[config.mk]
export PLATFORM = sky130hd
export DESIGN_NAME = signal_measure_timer
export DESIGN_NICKNAME = d
export VERILOG_FILES = /design/src/design/signal_measure_timer_pkg.sv /design/src/design/clock_tick_gen.sv /design/src/design/input_sync.sv /design/src/design/signal_measure_timer.sv
export VERILOG_INCLUDE_DIRS = /design/src /design/src/design
export SDC_FILE = /design/constraint.sdc
export NUM_CORES = 1
export LEC_CHECK = 0
export ABC_AREA = 1
export BUFFER_PORTS_ARGS = -buffer_cell sky130_fd_sc_hd__buf_2
export CAP_MARGIN = 0
export CORE_MARGIN = 4
export CORE_UTILIZATION = 50
export CTS_CLUSTER_SIZE = 25
export DETAILED_ROUTE_END_ITERATION = 7
export GPL_TIMING_DRIVEN = 0
export PLACE_DENSITY = 0.69
export SYNTH_ARGS = -nofsm -noshare
export SYNTH_HDL_FRONTEND = slang
export SYNTH_SLANG_ARGS = --single-unit
[constraint.sdc]
create_clock -name clk -period 2 [get_ports clk]
set_input_delay 0.3 -clock clk [delete_from_list [all_inputs] [get_ports clk]]
set_output_delay 0.3 -clock clk [all_outputs]
set_load 0.1 [all_outputs]
[src/design/signal_measure_timer_defs.svh]
/*
 * Register offsets, field positions, reset values and fixed counts of the
 * signal measurement timer core.
 * Assumes byte addresses on a five-bit register port and 24-bit data.
 */
`ifndef SIGNAL_MEASURE_TIMER_DEFS_SVH
`define SIGNAL_MEASURE_TIMER_DEFS_SVH

// Register byte offsets
`define ADDR_MEASURE_COUNTER   5'h00
`define ADDR_PERIOD_LIMIT      5'h04
`define ADDR_WIDTH_LATCH       5'h08
`define ADDR_PERIOD_LATCH      5'h0C
`define ADDR_MEASURE_CONTROL0  5'h10
`define ADDR_MEASURE_CONTROL1  5'h14
`define ADDR_MEASURE_STATUS    5'h18
`define ADDR_CLOCK_SELECT      5'h1C

// Control 0 fields
`define C0_PRESCALE_LO         0
`define C0_PRESCALE_HI         1
`define C0_HALT_ON_MATCH       2
`define C0_WINDOW_POLARITY     3
`define C0_SIGNAL_POLARITY     4
`define C0_CLOCK_POLARITY      5
`define C0_WIDTH               6

// Control 1 fields
`define C1_RUN_REQUEST         0
`define C1_COUNTER_MODE        1
`define C1_CAPTURE_EN          2
`define C1_GATE_EN             3
`define C1_WIDTH               4

// Status fields: write-one actions and read-back flags
`define ST_COUNTER_CLEAR       0
`define ST_WIDTH_LATCH_UPDATE  1
`define ST_PERIOD_LATCH_UPDATE 2
`define ST_RUN_STATE           3
`define ST_SIGNAL_LEVEL        4
`define ST_WINDOW_LEVEL        5
`define ST_PERIOD_MATCH        6

// Reset values and fixed figures
`define COUNTER_RESET          24'h00_0000
`define PERIOD_LIMIT_RESET     24'hFF_FFFF
`define CLOCK_SELECT_WIDTH     3
`define FOSC_DIV4_LAST         2'h3

`endif

[src/design/signal_measure_timer_pkg.sv]
/*
 * Types shared by the signal measurement timer files.
 * Assumes the defs header for widths and offsets.
 */
package signal_measure_timer_pkg;

    // Counter clock source choices
    typedef enum logic [2:0] {
        SRC_FOSC      = 3'h0,
        SRC_FOSC_DIV4 = 3'h1,
        SRC_FAST_OSC  = 3'h2,
        SRC_SLOW_OSC  = 3'h3,
        SRC_MEDIUM_OSC = 3'h4
    } clock_source_t;

    typedef logic [23:0] count_t;

endpackage

[src/design/clock_tick_gen.sv]
/*
 * Counter clock source selector and prescaler, as one-cycle enable pulses.
 * Assumes oscillator pins are free-running and slower than half of clk.
 */
`timescale 1ns/1ns
`default_nettype none

`include "signal_measure_timer_defs.svh"

module clock_tick_gen (
    input  wire logic                                  clk,
    input  wire logic                                  rst_n,
    input  wire signal_measure_timer_pkg::clock_source_t clk_src,
    input  wire logic [1:0]                            prescale_select,
    input  wire logic                                  fast_osc_in,
    input  wire logic                                  slow_osc_in,
    input  wire logic                                  medium_osc_in,
    output logic                                       tick
);
    import signal_measure_timer_pkg::*;

    logic [2:0] osc_sync;
    logic [2:0] osc_prev_ff;
    logic [1:0] div4_ff;
    logic [2:0] pre_cnt_ff;
    logic       src_tick;
    logic [2:0] pre_mask;

    input_sync #(.WIDTH(3)) u_osc_sync (
        .clk      (clk),
        .rst_n    (rst_n),
        .async_in ({medium_osc_in, slow_osc_in, fast_osc_in}),
        .sync_out (osc_sync)
    );

    // Rising edge history of the synchronised oscillators, and the fosc/4 divider
    always_ff @(posedge clk) begin
        if (!rst_n) begin
            osc_prev_ff <= 3'h0;
            div4_ff     <= 2'h0;
        end else begin
            osc_prev_ff <= osc_sync;
            div4_ff     <= div4_ff + 2'h1;
        end
    end

    // Source select; unused codes give no ticks so the counter simply stalls
    always_comb begin
        unique case (clk_src)
            SRC_FOSC:       src_tick = 1'b1;
            SRC_FOSC_DIV4:  src_tick = (div4_ff == `FOSC_DIV4_LAST);
            SRC_FAST_OSC:   src_tick = osc_sync[0] & ~osc_prev_ff[0];
            SRC_SLOW_OSC:   src_tick = osc_sync[1] & ~osc_prev_ff[1];
            SRC_MEDIUM_OSC: src_tick = osc_sync[2] & ~osc_prev_ff[2];
            default:        src_tick = 1'b0;
        endcase
    end

    // Divide by 1, 2, 4 or 8
    assign pre_mask = 3'((4'h1 << prescale_select) - 4'h1); // RULE_18

    always_ff @(posedge clk) begin
        if (!rst_n) begin
            pre_cnt_ff <= 3'h0;
        end else if (src_tick) begin
            pre_cnt_ff <= ((pre_cnt_ff & pre_mask) == pre_mask) ? 3'h0 : pre_cnt_ff + 3'h1;
        end
    end

    assign tick = src_tick && ((pre_cnt_ff & pre_mask) == pre_mask); // RULE_03
endmodule // clock_tick_gen

`default_nettype wire

[src/design/input_sync.sv]
/*
 * Bank of two-flop synchronisers for pins from outside the clock domain.
 * Assumes a single system clock and a synchronous active-low reset.
 */
`timescale 1ns/1ns
`default_nettype none

module input_sync #(
    parameter int WIDTH = 3
) (
    input  wire logic             clk,
    input  wire logic             rst_n,
    input  wire logic [WIDTH-1:0] async_in,
    output logic      [WIDTH-1:0] sync_out
);
    logic [WIDTH-1:0] meta_ff;

    // First stage is read only by the second stage
    genvar i;
    generate
        for (i = 0; i < WIDTH; i++) begin : g_sync
            always_ff @(posedge clk) begin
                if (!rst_n) begin
                    meta_ff[i]  <= 1'b0;
                    sync_out[i] <= 1'b0;
                end else begin
                    meta_ff[i]  <= async_in[i];
                    sync_out[i] <= meta_ff[i];
                end
            end
        end
    endgenerate
endmodule // input_sync

`default_nettype wire

[src/design/signal_measure_timer.sv]
/*
 * Signal measurement timer core: 24-bit counter, period match, two capture
 * latches, polarity control and status flags behind a plain register port.
 * Assumes a register master that holds strobes one cycle and never overlaps
 * them; window, signal and clock inputs and oscillators are asynchronous pins.
 */
// The plain strobed port and the register addresses were left to the implementer.
// Summary of operation
// RULE_01: A 24-bit counter is the time base of every mode.
// RULE_02: A three-bit selector picks fosc, fosc/4, fast, slow or medium oscillator.
// RULE_03: A two-bit prescaler divides it; that rate drives counter and synchronisers.
// RULE_04: Counter equal to period limit rolls over to zero and raises period match.
// RULE_05: Software sets period limit above the longest expected signal or window.
// RULE_06: Writing the status clear bit resets the counter to zero.
// RULE_07: Software touches the counter only while the run request is off.
// RULE_08: A 24-bit width latch captures the counter on a mode-chosen trigger.
// RULE_09: Writing the width update bit copies the counter into the width latch.
// RULE_10: A 24-bit period latch captures the counter; its update bit copies it.
// RULE_11: Halt on match stops rollover; match persists until clear or rewrite.
// RULE_12: Window, signal and clock inputs each have a polarity select in control 0.
// RULE_13: Status input flags read the same whatever polarity is programmed.
// RULE_14: Window flag valid while running, delayed by synchronisers outside counter mode.
// RULE_15: Signal flag valid while running, delayed by synchronisers outside counter mode.
// RULE_16: Run state flag follows the run request after synchroniser delay; in counter mode the code copies the run request directly.
// RULE_17: Counter counts up once per prescaled tick while running, else holds.
// RULE_18: Prescale codes 0 to 3 divide by 1, 2, 4 and 8.
`timescale 1ns/1ns
`default_nettype none

`include "signal_measure_timer_defs.svh"

module signal_measure_timer (
    input  wire logic        clk,
    input  wire logic        rst_n,
    input  wire logic [4:0]  reg_addr,
    input  wire logic [23:0] reg_wdata,
    input  wire logic        reg_wr,
    input  wire logic        reg_rd,
    output logic      [23:0] reg_rdata,
    input  wire logic        window_in,
    input  wire logic        signal_in,
    input  wire logic        clock_in,
    input  wire logic        fast_osc_in,
    input  wire logic        slow_osc_in,
    input  wire logic        medium_osc_in,
    output logic             period_match
);
    import signal_measure_timer_pkg::*;

    // Registers
    count_t                   measure_counter_ff;
    count_t                   period_limit_ff;
    count_t                   width_latch_ff;
    count_t                   period_latch_ff;
    logic [`C0_WIDTH-1:0]     control0_ff;
    logic [`C1_WIDTH-1:0]     control1_ff;
    clock_source_t            clock_select_ff;
    logic                     run_pipe_ff;
    logic                     run_state_ff;

    // Pin path
    logic [2:0]               pin_sync;
    logic [2:0]               pin_tick_ff;
    logic [2:0]               pin_prev_ff;
    logic [2:0]               pin_active;

    // Decode and next values
    logic                     tick;
    logic                     wr_counter;
    logic                     wr_status;
    logic                     do_clear;
    logic                     at_limit;
    logic                     count_en;
    logic                     match_evt;
    logic                     sig_rise;
    logic                     sig_fall;
    logic                     clk_edge;
    logic                     window_flag;
    logic                     signal_flag;

    count_t                   nxt_counter;
    logic [23:0]              nxt_rdata;

    // Decode of one register address against a write strobe
    function automatic logic hit(input logic [4:0] a, input logic [4:0] off, input logic s);
        return s && (a == off);
    endfunction

    assign wr_counter = hit(reg_addr, `ADDR_MEASURE_COUNTER, reg_wr);
    assign wr_status  = hit(reg_addr, `ADDR_MEASURE_STATUS, reg_wr);
    assign do_clear   = wr_status && reg_wdata[`ST_COUNTER_CLEAR];

    clock_tick_gen u_tick (
        .clk             (clk),
        .rst_n           (rst_n),
        .clk_src         (clock_select_ff),
        .prescale_select (control0_ff[`C0_PRESCALE_HI:`C0_PRESCALE_LO]),
        .fast_osc_in     (fast_osc_in),
        .slow_osc_in     (slow_osc_in),
        .medium_osc_in   (medium_osc_in),
        .tick            (tick)
    );

    // Pins cross into the clock domain before anything looks at them
    input_sync #(.WIDTH(3)) u_pin_sync (
        .clk      (clk),
        .rst_n    (rst_n),
        .async_in ({clock_in, signal_in, window_in}),
        .sync_out (pin_sync)
    );

    // Further input stage runs at the prescaled rate, so its delay scales with it
    always_ff @(posedge clk) begin
        if (!rst_n) begin
            pin_tick_ff <= 3'h0;
            pin_prev_ff <= 3'h0;
        end else if (tick) begin
            pin_tick_ff <= pin_sync; // RULE_03
            pin_prev_ff <= pin_active;
        end
    end

    // Per-input polarity: a set select means active low and falling edge
    assign pin_active = pin_tick_ff ^ {control0_ff[`C0_CLOCK_POLARITY],
                                       control0_ff[`C0_SIGNAL_POLARITY],
                                       control0_ff[`C0_WINDOW_POLARITY]}; // RULE_12

    // Edges at tick rate; a polarity change can fake one
    assign sig_rise = tick && pin_active[1] && !pin_prev_ff[1];
    assign sig_fall = tick && !pin_active[1] && pin_prev_ff[1];
    assign clk_edge = tick && pin_active[2] && !pin_prev_ff[2];

    // Flags report the active state, so software never folds polarity in itself
    assign window_flag = run_state_ff && pin_active[0]; // RULE_13 RULE_14
    assign signal_flag = run_state_ff && pin_active[1]; // RULE_13 RULE_15

    // Run state passes the synchronising stages except in counter mode
    always_ff @(posedge clk) begin
        if (!rst_n) begin
            run_pipe_ff  <= 1'b0;
            run_state_ff <= 1'b0;
        end else if (control1_ff[`C1_COUNTER_MODE]) begin
            run_pipe_ff  <= control1_ff[`C1_RUN_REQUEST];
            run_state_ff <= control1_ff[`C1_RUN_REQUEST];
        end else if (tick) begin
            run_pipe_ff  <= control1_ff[`C1_RUN_REQUEST]; // RULE_16
            run_state_ff <= run_pipe_ff;
        end
    end

    // Counting condition: clock pin edges in counter mode, else the prescaled tick,
    // optionally gated by the window
    assign count_en = run_state_ff
                    && (control1_ff[`C1_COUNTER_MODE] ? clk_edge : tick)
                    && (!control1_ff[`C1_GATE_EN] || pin_active[0]); // RULE_17
    assign at_limit  = (measure_counter_ff == period_limit_ff);
    assign match_evt = count_en && at_limit; // RULE_04

    // Counter next value: software write, then clear, then match, then count
    always_comb begin
        nxt_counter = measure_counter_ff;
        if (wr_counter) begin
            nxt_counter = reg_wdata;
        end else if (do_clear) begin
            nxt_counter = `COUNTER_RESET; // RULE_06
        end else if (match_evt) begin
            if (!control0_ff[`C0_HALT_ON_MATCH]) begin
                nxt_counter = `COUNTER_RESET; // RULE_04
            end
        end else if (count_en) begin
            nxt_counter = measure_counter_ff + 24'h00_0001; // RULE_01 RULE_17
        end
    end

    // Counter store; direct writes are not atomic against counting, so
    // software should stop the timer first
    always_ff @(posedge clk) begin
        if (!rst_n) begin
            measure_counter_ff <= `COUNTER_RESET;
        end else begin
            measure_counter_ff <= nxt_counter;
        end
    end

    // Period match: a pulse normally; held while halted until cleared or rewritten
    always_ff @(posedge clk) begin
        if (!rst_n) begin
            period_match <= 1'b0;
        end else if (match_evt) begin
            period_match <= 1'b1; // RULE_04 RULE_11
        end else if (wr_counter || do_clear || !control0_ff[`C0_HALT_ON_MATCH]) begin
            period_match <= 1'b0;
        end
    end

    // Width latch: software update, or the inactive signal edge in capture mode
    always_ff @(posedge clk) begin
        if (!rst_n) begin
            width_latch_ff <= `COUNTER_RESET;
        end else if (wr_status && reg_wdata[`ST_WIDTH_LATCH_UPDATE]) begin
            width_latch_ff <= measure_counter_ff; // RULE_09
        end else if (control1_ff[`C1_CAPTURE_EN] && run_state_ff && sig_fall) begin
            width_latch_ff <= measure_counter_ff; // RULE_08
        end
    end

    // Period latch: software update, or the active signal edge in capture mode
    always_ff @(posedge clk) begin
        if (!rst_n) begin
            period_latch_ff <= `COUNTER_RESET;
        end else if (wr_status && reg_wdata[`ST_PERIOD_LATCH_UPDATE]) begin
            period_latch_ff <= measure_counter_ff; // RULE_10
        end else if (control1_ff[`C1_CAPTURE_EN] && run_state_ff && sig_rise) begin
            period_latch_ff <= measure_counter_ff; // RULE_10
        end
    end

    // Software-written configuration registers
    always_ff @(posedge clk) begin
        if (!rst_n) begin
            period_limit_ff <= `PERIOD_LIMIT_RESET;
            control0_ff     <= '0;
            control1_ff     <= '0;
            clock_select_ff <= SRC_FOSC;
        end else if (reg_wr) begin
            if (reg_addr == `ADDR_PERIOD_LIMIT) begin
                period_limit_ff <= reg_wdata; // RULE_05
            end
            if (reg_addr == `ADDR_MEASURE_CONTROL0) begin
                control0_ff <= reg_wdata[`C0_WIDTH-1:0]; // RULE_12
            end
            if (reg_addr == `ADDR_MEASURE_CONTROL1) begin
                control1_ff <= reg_wdata[`C1_WIDTH-1:0];
            end
            if (reg_addr == `ADDR_CLOCK_SELECT) begin
                clock_select_ff <= clock_source_t'(reg_wdata[`CLOCK_SELECT_WIDTH-1:0]); // RULE_02
            end
        end
    end

    // Read mux; unmapped addresses and the action bits read as zero
    always_comb begin
        nxt_rdata = 24'h00_0000;
        unique case (reg_addr)
            `ADDR_MEASURE_COUNTER:  nxt_rdata = measure_counter_ff;
            `ADDR_PERIOD_LIMIT:     nxt_rdata = period_limit_ff;
            `ADDR_WIDTH_LATCH:      nxt_rdata = width_latch_ff;
            `ADDR_PERIOD_LATCH:     nxt_rdata = period_latch_ff;
            `ADDR_MEASURE_CONTROL0: nxt_rdata[`C0_WIDTH-1:0] = control0_ff;
            `ADDR_MEASURE_CONTROL1: nxt_rdata[`C1_WIDTH-1:0] = control1_ff;
            `ADDR_CLOCK_SELECT:     nxt_rdata[`CLOCK_SELECT_WIDTH-1:0] = clock_select_ff;
            `ADDR_MEASURE_STATUS: begin
                nxt_rdata[`ST_RUN_STATE]    = run_state_ff; // RULE_16
                nxt_rdata[`ST_SIGNAL_LEVEL] = signal_flag;
                nxt_rdata[`ST_WINDOW_LEVEL] = window_flag;
                nxt_rdata[`ST_PERIOD_MATCH] = period_match;
            end
            default:                nxt_rdata = 24'h00_0000;
        endcase
    end

    // Read data stands only in the cycle after the strobe
    always_ff @(posedge clk) begin
        if (!rst_n) begin
            reg_rdata <= 24'h00_0000;
        end else begin
            reg_rdata <= reg_rd ? nxt_rdata : 24'h00_0000;
        end
    end
endmodule // signal_measure_timer

`default_nettype wire

Word-level counts from Yosys, hierarchy flattened
Cells that the tools add are included.
Cells by class
  $add $sub $neg: 4
  $mul: 0
  divide/modulo/power cells: 0
  order comparisons: 0
  equal/unequal tests: 15
  shifts and indexed selects: 1
  multiplexer cells: 23
  bitwise gates (word level): 8
  reduce and logical (&&, ||, !) cells: 41
Operators with widths (count)
  two-way mux 24 bit: 9
  case mux 17 bit (4 select lines): 1
  adder 24 x 1 -> 24 bit (second input constant): 1
  equality test 24 bit: 1
  case mux 3 bit (7 select lines): 1
  equality test 5 bit (second input constant): 4
  logical AND 1 bit: 20
  case mux 2 bit (6 select lines): 1
  AND reduction 2 bit: 6
  equality test 5 x 4 -> 1 bit (second input constant): 2
  case mux 1 bit (5 select lines): 2
  nonzero test 2 bit: 4
  two-way mux 1 bit: 7
  case mux 1 bit (7 select lines): 1
  equality test 3 x 2 -> 1 bit (second input constant): 2
  equality test 5 x 3 -> 1 bit (second input constant): 1
  logical NOT 1 bit: 5
  logical NOT 5 bit: 1
  != test 4 bit (second input constant): 1
  nonzero test 4 bit: 1
  adder 3 x 1 -> 3 bit (second input constant): 1
  bitwise AND 1 bit: 3
  bitwise AND 3 bit: 1
  equality test 3 x 1 -> 1 bit (second input constant): 1
  other kinds (11): 15
Word-level totals
  flip-flop bits (word level): 162
  bits in latches: 0
  RAM bits: 0
  bits in read-only memories: 0
  input port bits: 39
  output and inout port bits: 25
  memories: 0

Depth between registers and ports, before layout
Gate-level depths: netlist of run 1.
  depth in word-level cells: 14
  mapped depth: 16
  gate-level depth less buffers: 15

By module
Synthesis of run 1 repeated with hierarchy kept, for this count alone.
Second synthesis, totals
  cells, all modules: 1124
  area total of the unflattened synthesis: 7743.7 um2
By module, submodules not included
  signal_measure_timer: instances 1, cells an instance 1027, area an instance 6995.5 um2, sequential area each 2822.7 um2
  clock_tick_gen: instances 1, cells an instance 61, area an instance 417.9 um2, sequential area each 160.2 um2
  input_sync: instances 2, cells an instance 18, area an instance 165.2 um2, sequential area each 120.1 um2

Worst setup path before layout of run 1
No wires, ideal clock.
  kind: reg-to-reg
  start: register measure_counter_ff[0]
  end: register measure_counter_ff[12]
  setup time: 0.111 ns
  arrival: 1.536 ns
  required time: 1.889 ns
  path slack: 0.353 ns
  cell stages (with the launch flop): 13
  buffers on the path: 0
  path through: dfxtp_1 ha_1 nand2_1 nor2_2 nand2_1 nor2_4 nand2_1 o21ai_0 a21oi_1 nand2_1 nand2_1 nor2_2 nor2_2
On the way
  word-level cells in the longest chain between the ends: 5
  elaborated cells between the ends (all ways): 10
  those cells by class: add/sub: 1; eq/ne: 2; mux: 4; reduce/logical: 3
Ends and longest elaborated chain
  start: declaration: line signal_measure_timer.sv:51  | count_t measure_counter_ff;
  start signal: assignment: line signal_measure_timer.sv:179  | measure_counter_ff <= `COUNTER_RESET;
  start signal: assignment: line signal_measure_timer.sv:181  | measure_counter_ff <= nxt_counter;
  adder 24 x 1 -> 24 bit or equality test 24 bit (tied branches): line signal_measure_timer.sv:171, signal_measure_timer.sv:156
  two-way mux 24 bit or logical AND 1 bit (tied branches): line signal_measure_timer.sv:170, signal_measure_timer.sv:157
  two-way mux 24 bit: line signal_measure_timer.sv:166  | end else if (match_evt) begin
  two-way mux 24 bit: line signal_measure_timer.sv:164  | end else if (do_clear) begin
  two-way mux 24 bit: line signal_measure_timer.sv:162  | if (wr_counter) begin
Parallel ways exist; a longest one is shown, timed or not. The select of a mux whose other input is x is not followed.
A chain may end at the register's enable or synchronous reset.

Worst setup path in the final report of run 1
  start: register period_limit_ff[7]
  end: register measure_counter_ff[16]
On the way
  word-level cells in the longest chain between the ends: 5
  elaborated cells between the ends (all ways): 8
  those cells by class: eq/ne: 2; mux: 3; reduce/logical: 3
Ends and longest elaborated chain
  start: declaration: line signal_measure_timer.sv:52  | count_t period_limit_ff;
  start signal: assignment: line signal_measure_timer.sv:221  | period_limit_ff <= `PERIOD_LIMIT_RESET;
  start signal: assignment: line signal_measure_timer.sv:227  | period_limit_ff <= reg_wdata;
  equality test 24 bit *: line signal_measure_timer.sv:156  | assign at_limit = (measure_counter_ff == period_limit_ff);
  logical AND 1 bit *: line signal_measure_timer.sv:157  | assign match_evt = count_en && at_limit;
  two-way mux 24 bit: line signal_measure_timer.sv:166
  two-way mux 24 bit: line signal_measure_timer.sv:164
  two-way mux 24 bit: line signal_measure_timer.sv:162
Every way passes the cells marked *; elsewhere a longest branch is shown, timed or not.

==> results of run 1 <==
[logic make-up after synthesis]
kind of cell    Yosys count  synth area share (%)
simple gates            488                  28.7
compound gates          219                  16.2
flops                   161                  42.4
buf+inv                 144                  8.18
xor+xnor                 35                  4.03
fa+ha+maj                 3                 0.494
[where the power goes]
| part | internal (mW) | total, mW | switching [mW] |
|---|---|---|---|
| combinational | 0.213 | 0.630 | 0.418 |
| sequential | 3.29 | 3.36 | 0.0758 |
| clock | 1.87 | 3.21 | 1.34 |
| total | 5.37 | 7.21 | 1.83 |
[layout by cell type, fill, tap and decap left out, drive strengths merged]
master,n
nand3,65
nor3b,4
xor2,18
o21ai,92
buf,89
o221ai,1
nor2,138
a41oi,1
o21bai,1
a31oi,2
nand2,260
dfxtp,161
ha,3
nor3,13
xnor2,17
a21oi,90
clkbuf,49
inv,95
bufinv,2
o211a,1
clkinv,5
a221oi,22
a211oi,1
nand4,8
o22ai,8
[sequential cells by signal (all words and copies together), names as in the netlist]
signal                      count
run_pipe_ff                     1
u_tick.osc_prev_ff              3
reg_rdata                      24
pin_prev_ff                     2
control1_ff                     4
period_latch_ff                24
clock_select_ff                 3
period_limit_ff                24
period_match                    1
u_pin_sync.sync_out             3
measure_counter_ff             24
control0_ff                     6
u_tick.pre_cnt_ff               3
run_state_ff                    1
u_tick.u_osc_sync.meta_ff       3
u_pin_sync.meta_ff              3
u_tick.div4_ff                  2
width_latch_ff                 24
u_tick.u_osc_sync.sync_out      3
pin_tick_ff                     3
[worst register-to-register path, cell delays in order, from the launching register on]
cell and delay [ns]:
dfxtp_1 0.50, xor2_1 0.13, nor2_1 0.12, nand2_1 0.08
nor2_2 0.18, inv_1 0.07, nor2_2 0.15, nand3_4 0.15
buf_6 0.19, nand2_1 0.07, nand2_1 0.06, nor2_2 0.09
nor2_2 0.03
[metrics by stage]
step / total power, mW / hold slack, ns / utilization, % / cell area, µm² / cells
floorplan: 3.84 / 0.390 / - / 7600 / 1050
global placement: 4.03 / 0.394 / 55.4 / 8140 / 1296
detailed placement: 4.04 / 0.397 / 55.4 / 8140 / 1296
CTS: 7.21 / 0.0350 / 59.3 / 8710 / 1326
global route: 7.44 / 0.0511 / 59.9 / 8810 / 1330
finish: 7.21 / 0.0420 / 59.9 / 8810 / 1330
[worst max path at each step]
stage / end / slack [ns] / cells after the start
floorplan: measure_counter_ff[12] / 0.35 / 12
global placement: measure_counter_ff[16] / -0.19 / 12
detailed placement: measure_counter_ff[16] / -0.23 / 12
CTS: measure_counter_ff[16] / 0.02 / 12
global route: measure_counter_ff[22] / -0.02 / 12
finish: measure_counter_ff[16] / 0.07 / 12
[what timing repair did]
item	in CTS	in global routing
setup endpoints to repair	0	63
resized for setup	0	26
buffers inserted	0	4
hold buffers	0	0
[layer usage]
layer | up-vias | track usage (%) | wire length, µm
met5 | - | 0 | 0
met4 | 0 | 10.6 | 593
met3 | 41 | 5.62 | 1940
met2 | 333 | 36.7 | 9390
met1 | 3306 | 37.3 | 10500
li1 | 3603 | - | -
[layout make-up]
class,count,area (µm²),share of cell area (%)
tap,184,230,2.61
clock buffer,20,447,5.07
sequential,161,3240,36.8
buffer,52,282,3.20
inverter,92,353,4.00
clock inverter,10,126,1.43
timing repair buffer,66,340,3.86
multi-input combinational,745,3790,43.1
==> summary.md, run 1 <==
| Metric | Value |
|---|---|
| Status | finished clean |
| F_max | 0.518 GHz |
| Most numerous cell in the Yosys netlist | nand2_1 |
| Register area share after synthesis | 42.4% |
| Vias in the first global route | roughly 6500 |
| Endpoint, Worst Hold | u_tick.u_osc_sync.meta_ff[2] |
| Gpl congestion | 0.964 |
| TritonCTS Buffers | 17 |
| Clock sink total | approximately 160 |
| Hold Vio Cnt, Final | 0 |
| Routed Antenna Nets | 0 |
| Synth Instances | 1050 |
| Reg-to-reg endpoint | measure_counter_ff[16] |
| Setup ws final | between 0.06 and 0.07 ns |
| DP Wirelength | 16.6 mm |
| Critical Path, Cell by Cell | xor2_1 -> nor2_1 -> nand2_1 -> nor2_2 -> inv_1 -> nor2_2 -> nand3_4 -> buf_6 -> nand2_1 -> nand2_1 -> nor2_2 -> nor2_2 |
| Initial antenna violation count | 0 |
| Max stage delay on crit path | roughly 0.5 ns |
| Max-Cap Viols | 0 |
| CP Data Required Time | 2.33 ns |
| Class of the worst hold path | in -> reg |
| Rel. slew slack | between 50% and 60% |
| Largest net degree at the start of global routing | 17 |
| Final period utilization | 96.5% |
| CTS tree | built |
| Period minus WS final | 1.93 ns |
| # setup viols final | 0 |
| Synth top area cells | dfxtp_1, nand2_1, a21oi_1 |
| Crit. Startpoint | period_limit_ff[7] |
| Die area | about 17000 µm² |
| Worst setup path class | reg -> reg |
| Hold_sp | medium_osc_in |
| Clock Path Buffers | 2 |
| # IOs | between 60 and 70 |
| WHS Path Cells | 3 |
| Area Overhead vs Synth | 16.0% |
| Place WS | -0.225 ns |
| Post-Syn Area | between 7000 and 8000 µm² |
| Slowest-stage cell, CP | dfxtp_1 |
| Most frequently used flop master after synthesis | dfxtp_1 |
| Number of fillers in the final layout | approximately 1400 |
| CP Max Fanout | 10 |
| Grt ovf | 0 |
| PwrDens | 818 nW/µm² |
| Number of diodes | 0 |
| P_leak | 3.81 nW |
| Number of H-tree levels | 4 |
| Slew Viols, Final | 0 |
| FF-to-FF path depth | 12 |
| Cell variety after synth | 40 |
| WL per Instance | 16.8 µm |
| FF+latch count, synth | 161 |
| WP data arrival | 2.26 ns |
| Root buffer cell | clkbuf_16 |
| # DRC | 0 |
| Total Routing Usage GR | between 20% and 30% |
| Worst Tran Pin Value | 0.653 ns |
| Die Height | 131 µm |
| Clock Latency Late Sink | 0.44 ns |
| Post-synth EDFFs | 0 |
| Buf+Inv Stages, Crit Path | 2 |
| Die width | about 130 µm |
| Ratio of cells with drive above 1 in the final layout | 19.1% |
| CTS clock-pin slew for the worst setup and hold paths | 0.06 ns |
| Async SR Flop Fraction | 0% |
| DR vias | 7283 |
| Delay-heaviest family, CP | simple AND/OR/NAND/NOR gates |
| Nets | 1177 |
| Syn avg cell area | slightly above 7 µm² |
| Number of vias per cell | 5.48 |
| First-pass GRT wire length | 35.2 mm |
| Yosys warns | 0 |
| Setup TNS | 0 ns |
| Rows | 44 |
| Reg2reg setup slack | 0.07 ns |
| VDD IR max | 609 µV |
| Dominant cell type by area after synthesis | dfxtp_1 |
| CP dominant cell by count | nor2_2 |
| Worst Skew | 0.00983 ns |
| Number of port buffers | between 60 and 70 |
| Initial core utilization | 51.7% |
| Post-synth top area share | approximately 42% |
| Core area | about 15000 µm² |
| Initial DRT Pass Iterations | 6 |
| 1st-iter DRT viols | 976 |
| Drt total wl | 22.4 mm |
| Reg-to-Reg Start | period_limit_ff[7] |
| Most frequent cells after synthesis | nand2_1, dfxtp_1, nor2_1, a21oi_1, o21ai_0 |
| Crit start category | flip-flop |
| CP Capture Type | flip-flop |
| Post-Syn Nets | about 1100 |
No activity file was read; power rests on OpenSTA's default activity.
==> inputs of run 2 (changes only) <==
==> constraint.sdc (replaced) <==
create_clock -name clk -period 2.4 [get_ports clk]
set_input_delay 0.36 -clock clk [delete_from_list [all_inputs] [get_ports clk]]
set_output_delay 0.36 -clock clk [all_outputs]
set_load 0.1 [all_outputs]
==> run 2 against run 1 <==
  * Clock skew barely moved
  * Combinational power down 18%
  * Largest cell class unchanged
  * Sequential share of layout area is 0.24 points higher
  * Maximum frequency down 2.9%
==> summary.md, run 2 (same netlist as run 1, synthesis figures left out) <==
| Metric | Value |
|---|---|
| Status | finished clean |
| CP Max Fanout | 10 |
| Cts repair resizes | 0 |
| # DRC | 0 |
| P_leak | 3.78 nW |
| Commonest non-fill, non-tap cell in the layout | nand2_1 |
| Hold Vio Cnt, Final | 0 |
| Initial core utilization | 51.7% |
| Period minus WS final | roughly 2.0 ns |
| Die Height | 131 µm |
| Rows | 44 |
| CTS tree | built |
| WL per Instance | 16.8 µm |
| Finished Cell Area | 8710 µm² |
| Met2 Usage GRT | 36.7% |
| Nets | 1173 |
| Worst Skew | 0.0100 ns |
| Commonest non-fill, non-tap cells in the layout | nand2_1, dfxtp_1, nor2_1, a21oi_1, o21ai_0 |
| Area Overhead vs Synth | 14.7% |
| Slowest-stage cell, CP | dfxtp_1 |
| Core Util, Final | 59.3% |
| CTS clock-pin slew for the worst setup and hold paths | 0.07 ns |
| Die width | about 130 µm |
| M1 GR Usage | 37.3% |
| Routed Antenna Nets | 0 |
| Slew Viols, Final | 0 |
| Max stage delay on crit path | 0.48 ns |
| PwrDens | 687 nW/µm² |
| Number of port buffers | 62 |
| F_max | 0.503 GHz |
| CP Capture Type | flip-flop |
| WP data arrival | 2.32 ns |
| Reg2reg setup slack | 0.41 ns |
| Clock Latency Late Sink | 0.43 ns |
| Setup TNS | 0 ns |
| Worst Tran Pin Value | 0.654 ns |
| Critical Path, Cell by Cell | xnor2_1 -> nand2_1 -> nor2_1 -> nand2_1 -> inv_1 -> nand2_1 -> nor2_2 -> nand3_2 -> buf_6 -> nand2_1 -> nand2_1 -> nor2_2 -> nor2_2 |
| Initial antenna violation count | 0 |
| Hold WS | 0.107 ns |
| Post-placement cell area | a little over 8000 µm² |
| Clock Path Buffers | 2 |
| Hold_buf cts | 0 |
| Max-Cap Viols | 0 |
| Critical path depth | 13 |
| Non-filler cells, final | 1326 |
| 1st-iter DRT viols | ~860 |
| Die area | 17200 µm² |
| # setup viols final | 0 |
| Total Routing Usage GR | between 20% and 30% |
| Number of diodes | 0 |
| Core area | roughly 15000 µm² |
| Initial DRT Pass Iterations | 6 |
| Rel. slew slack | 56.4% |
| Clock sink total | 161 |
| DR vias | 7272 |
| Dpl cells | 1296 |
| First-pass GRT wire length | around 35 mm |
| # IOs | 64 |
| Ratio of cells with drive above 1 in the final layout | 17.3% |
| Drt total wl | 22.3 mm |
| Delay-heaviest family, CP | simple AND/OR/NAND/NOR gates |
| GR peak layer | met1 |
| RSZ-0062 raised after global routing | no |
| Grt ovf | 0 |
| CP dominant cell by count | nand2_1 |
| Final period utilization | 82.8% |
| Gpl congestion | 0.964 |
| Global-route track usage on met3 | 5.62% |
| Number of vias per cell | between 5 and 6 |
| Class of the worst hold path | in -> reg |
| Root buffer cell | clkbuf_16 |
| Buf+Inv Stages, Crit Path | 2 |
| FF-to-FF path depth | 13 |
| Crit start category | flip-flop |
| Largest net degree at the start of global routing | 17 |
| Worst setup path class | reg -> reg |
| TritonCTS Buffers | 17 |
| Number of H-tree levels | 4 |
| DP Wirelength | 16.6 mm |
| Vias in the first global route | between 6000 and 7000 |
| VDD IR max | roughly 500 µV |
| Postcts setup bufs | 0 |
| WHS Path Cells | 3 |
| CP Data Required Time | 2.73 ns |
-- run 2: cell types whose count changed in the layout (fill, tap and decap cells not counted), moves of 2 or more --
cell,delta
dfxtp_1,+12
dfxtp_2,-12
buf_2,+4
buf_4,-4
clkbuf_4,-4
nor2_1,+3
nor2_2,-2
-- run 2: tightest hold or removal path: stages --
cell	delay [ns]
buf_2	0.07
nand2_1	0.04
inv_1	0.04
-- run 2: per-stage QoR --
stage | worst slack, ns | power (mW)
detailed placement | 0.115 | 3.36
finish | 0.413 | 5.98
floorplan | 0.740 | 3.20
global route | 0.208 | 6.19
global placement | 0.149 | 3.36
CTS | 0.416 | 6.01
-- run 2: worst paths after layout --
check,start,end
setup / recovery,period_limit_ff[8],measure_counter_ff[16]
hold / removal,medium_osc_in,u_tick.u_osc_sync.meta_ff[2]
setup reg to reg,period_limit_ff[8],measure_counter_ff[16]
hold reg to reg,u_pin_sync.meta_ff[2],u_pin_sync.sync_out[2]
-- run 2: area by class of cell --
type | count | area (µm²)
clock buffer | 20 | 447
tap | 184 | 230
buffer | 52 | 272
sequential | 161 | 3220
clock inverter | 10 | 126
multi-input combinational | 745 | 3750
fill | 1403 | 5990
timing repair buffer | 62 | 310
inverter | 92 | 350
-- run 2: metal layers --
layer	wire (µm)	part of all wire (%)	up-vias
met3	2030	9.1	51
li1	-	-	3593
met4	624	2.8	0
met2	9360	42	362
met1	10200	46	3266
met5	0	0	-
-- run 2: report_power, final --
part	switching, mW	total, mW	leakage [nW]	internal (mW)
sequential	0.0622	2.80	1.30	2.74
combinational	0.345	0.518	2.19	0.173
clock	1.10	2.67	0.282	1.56
total	1.51	5.98	3.78	4.47
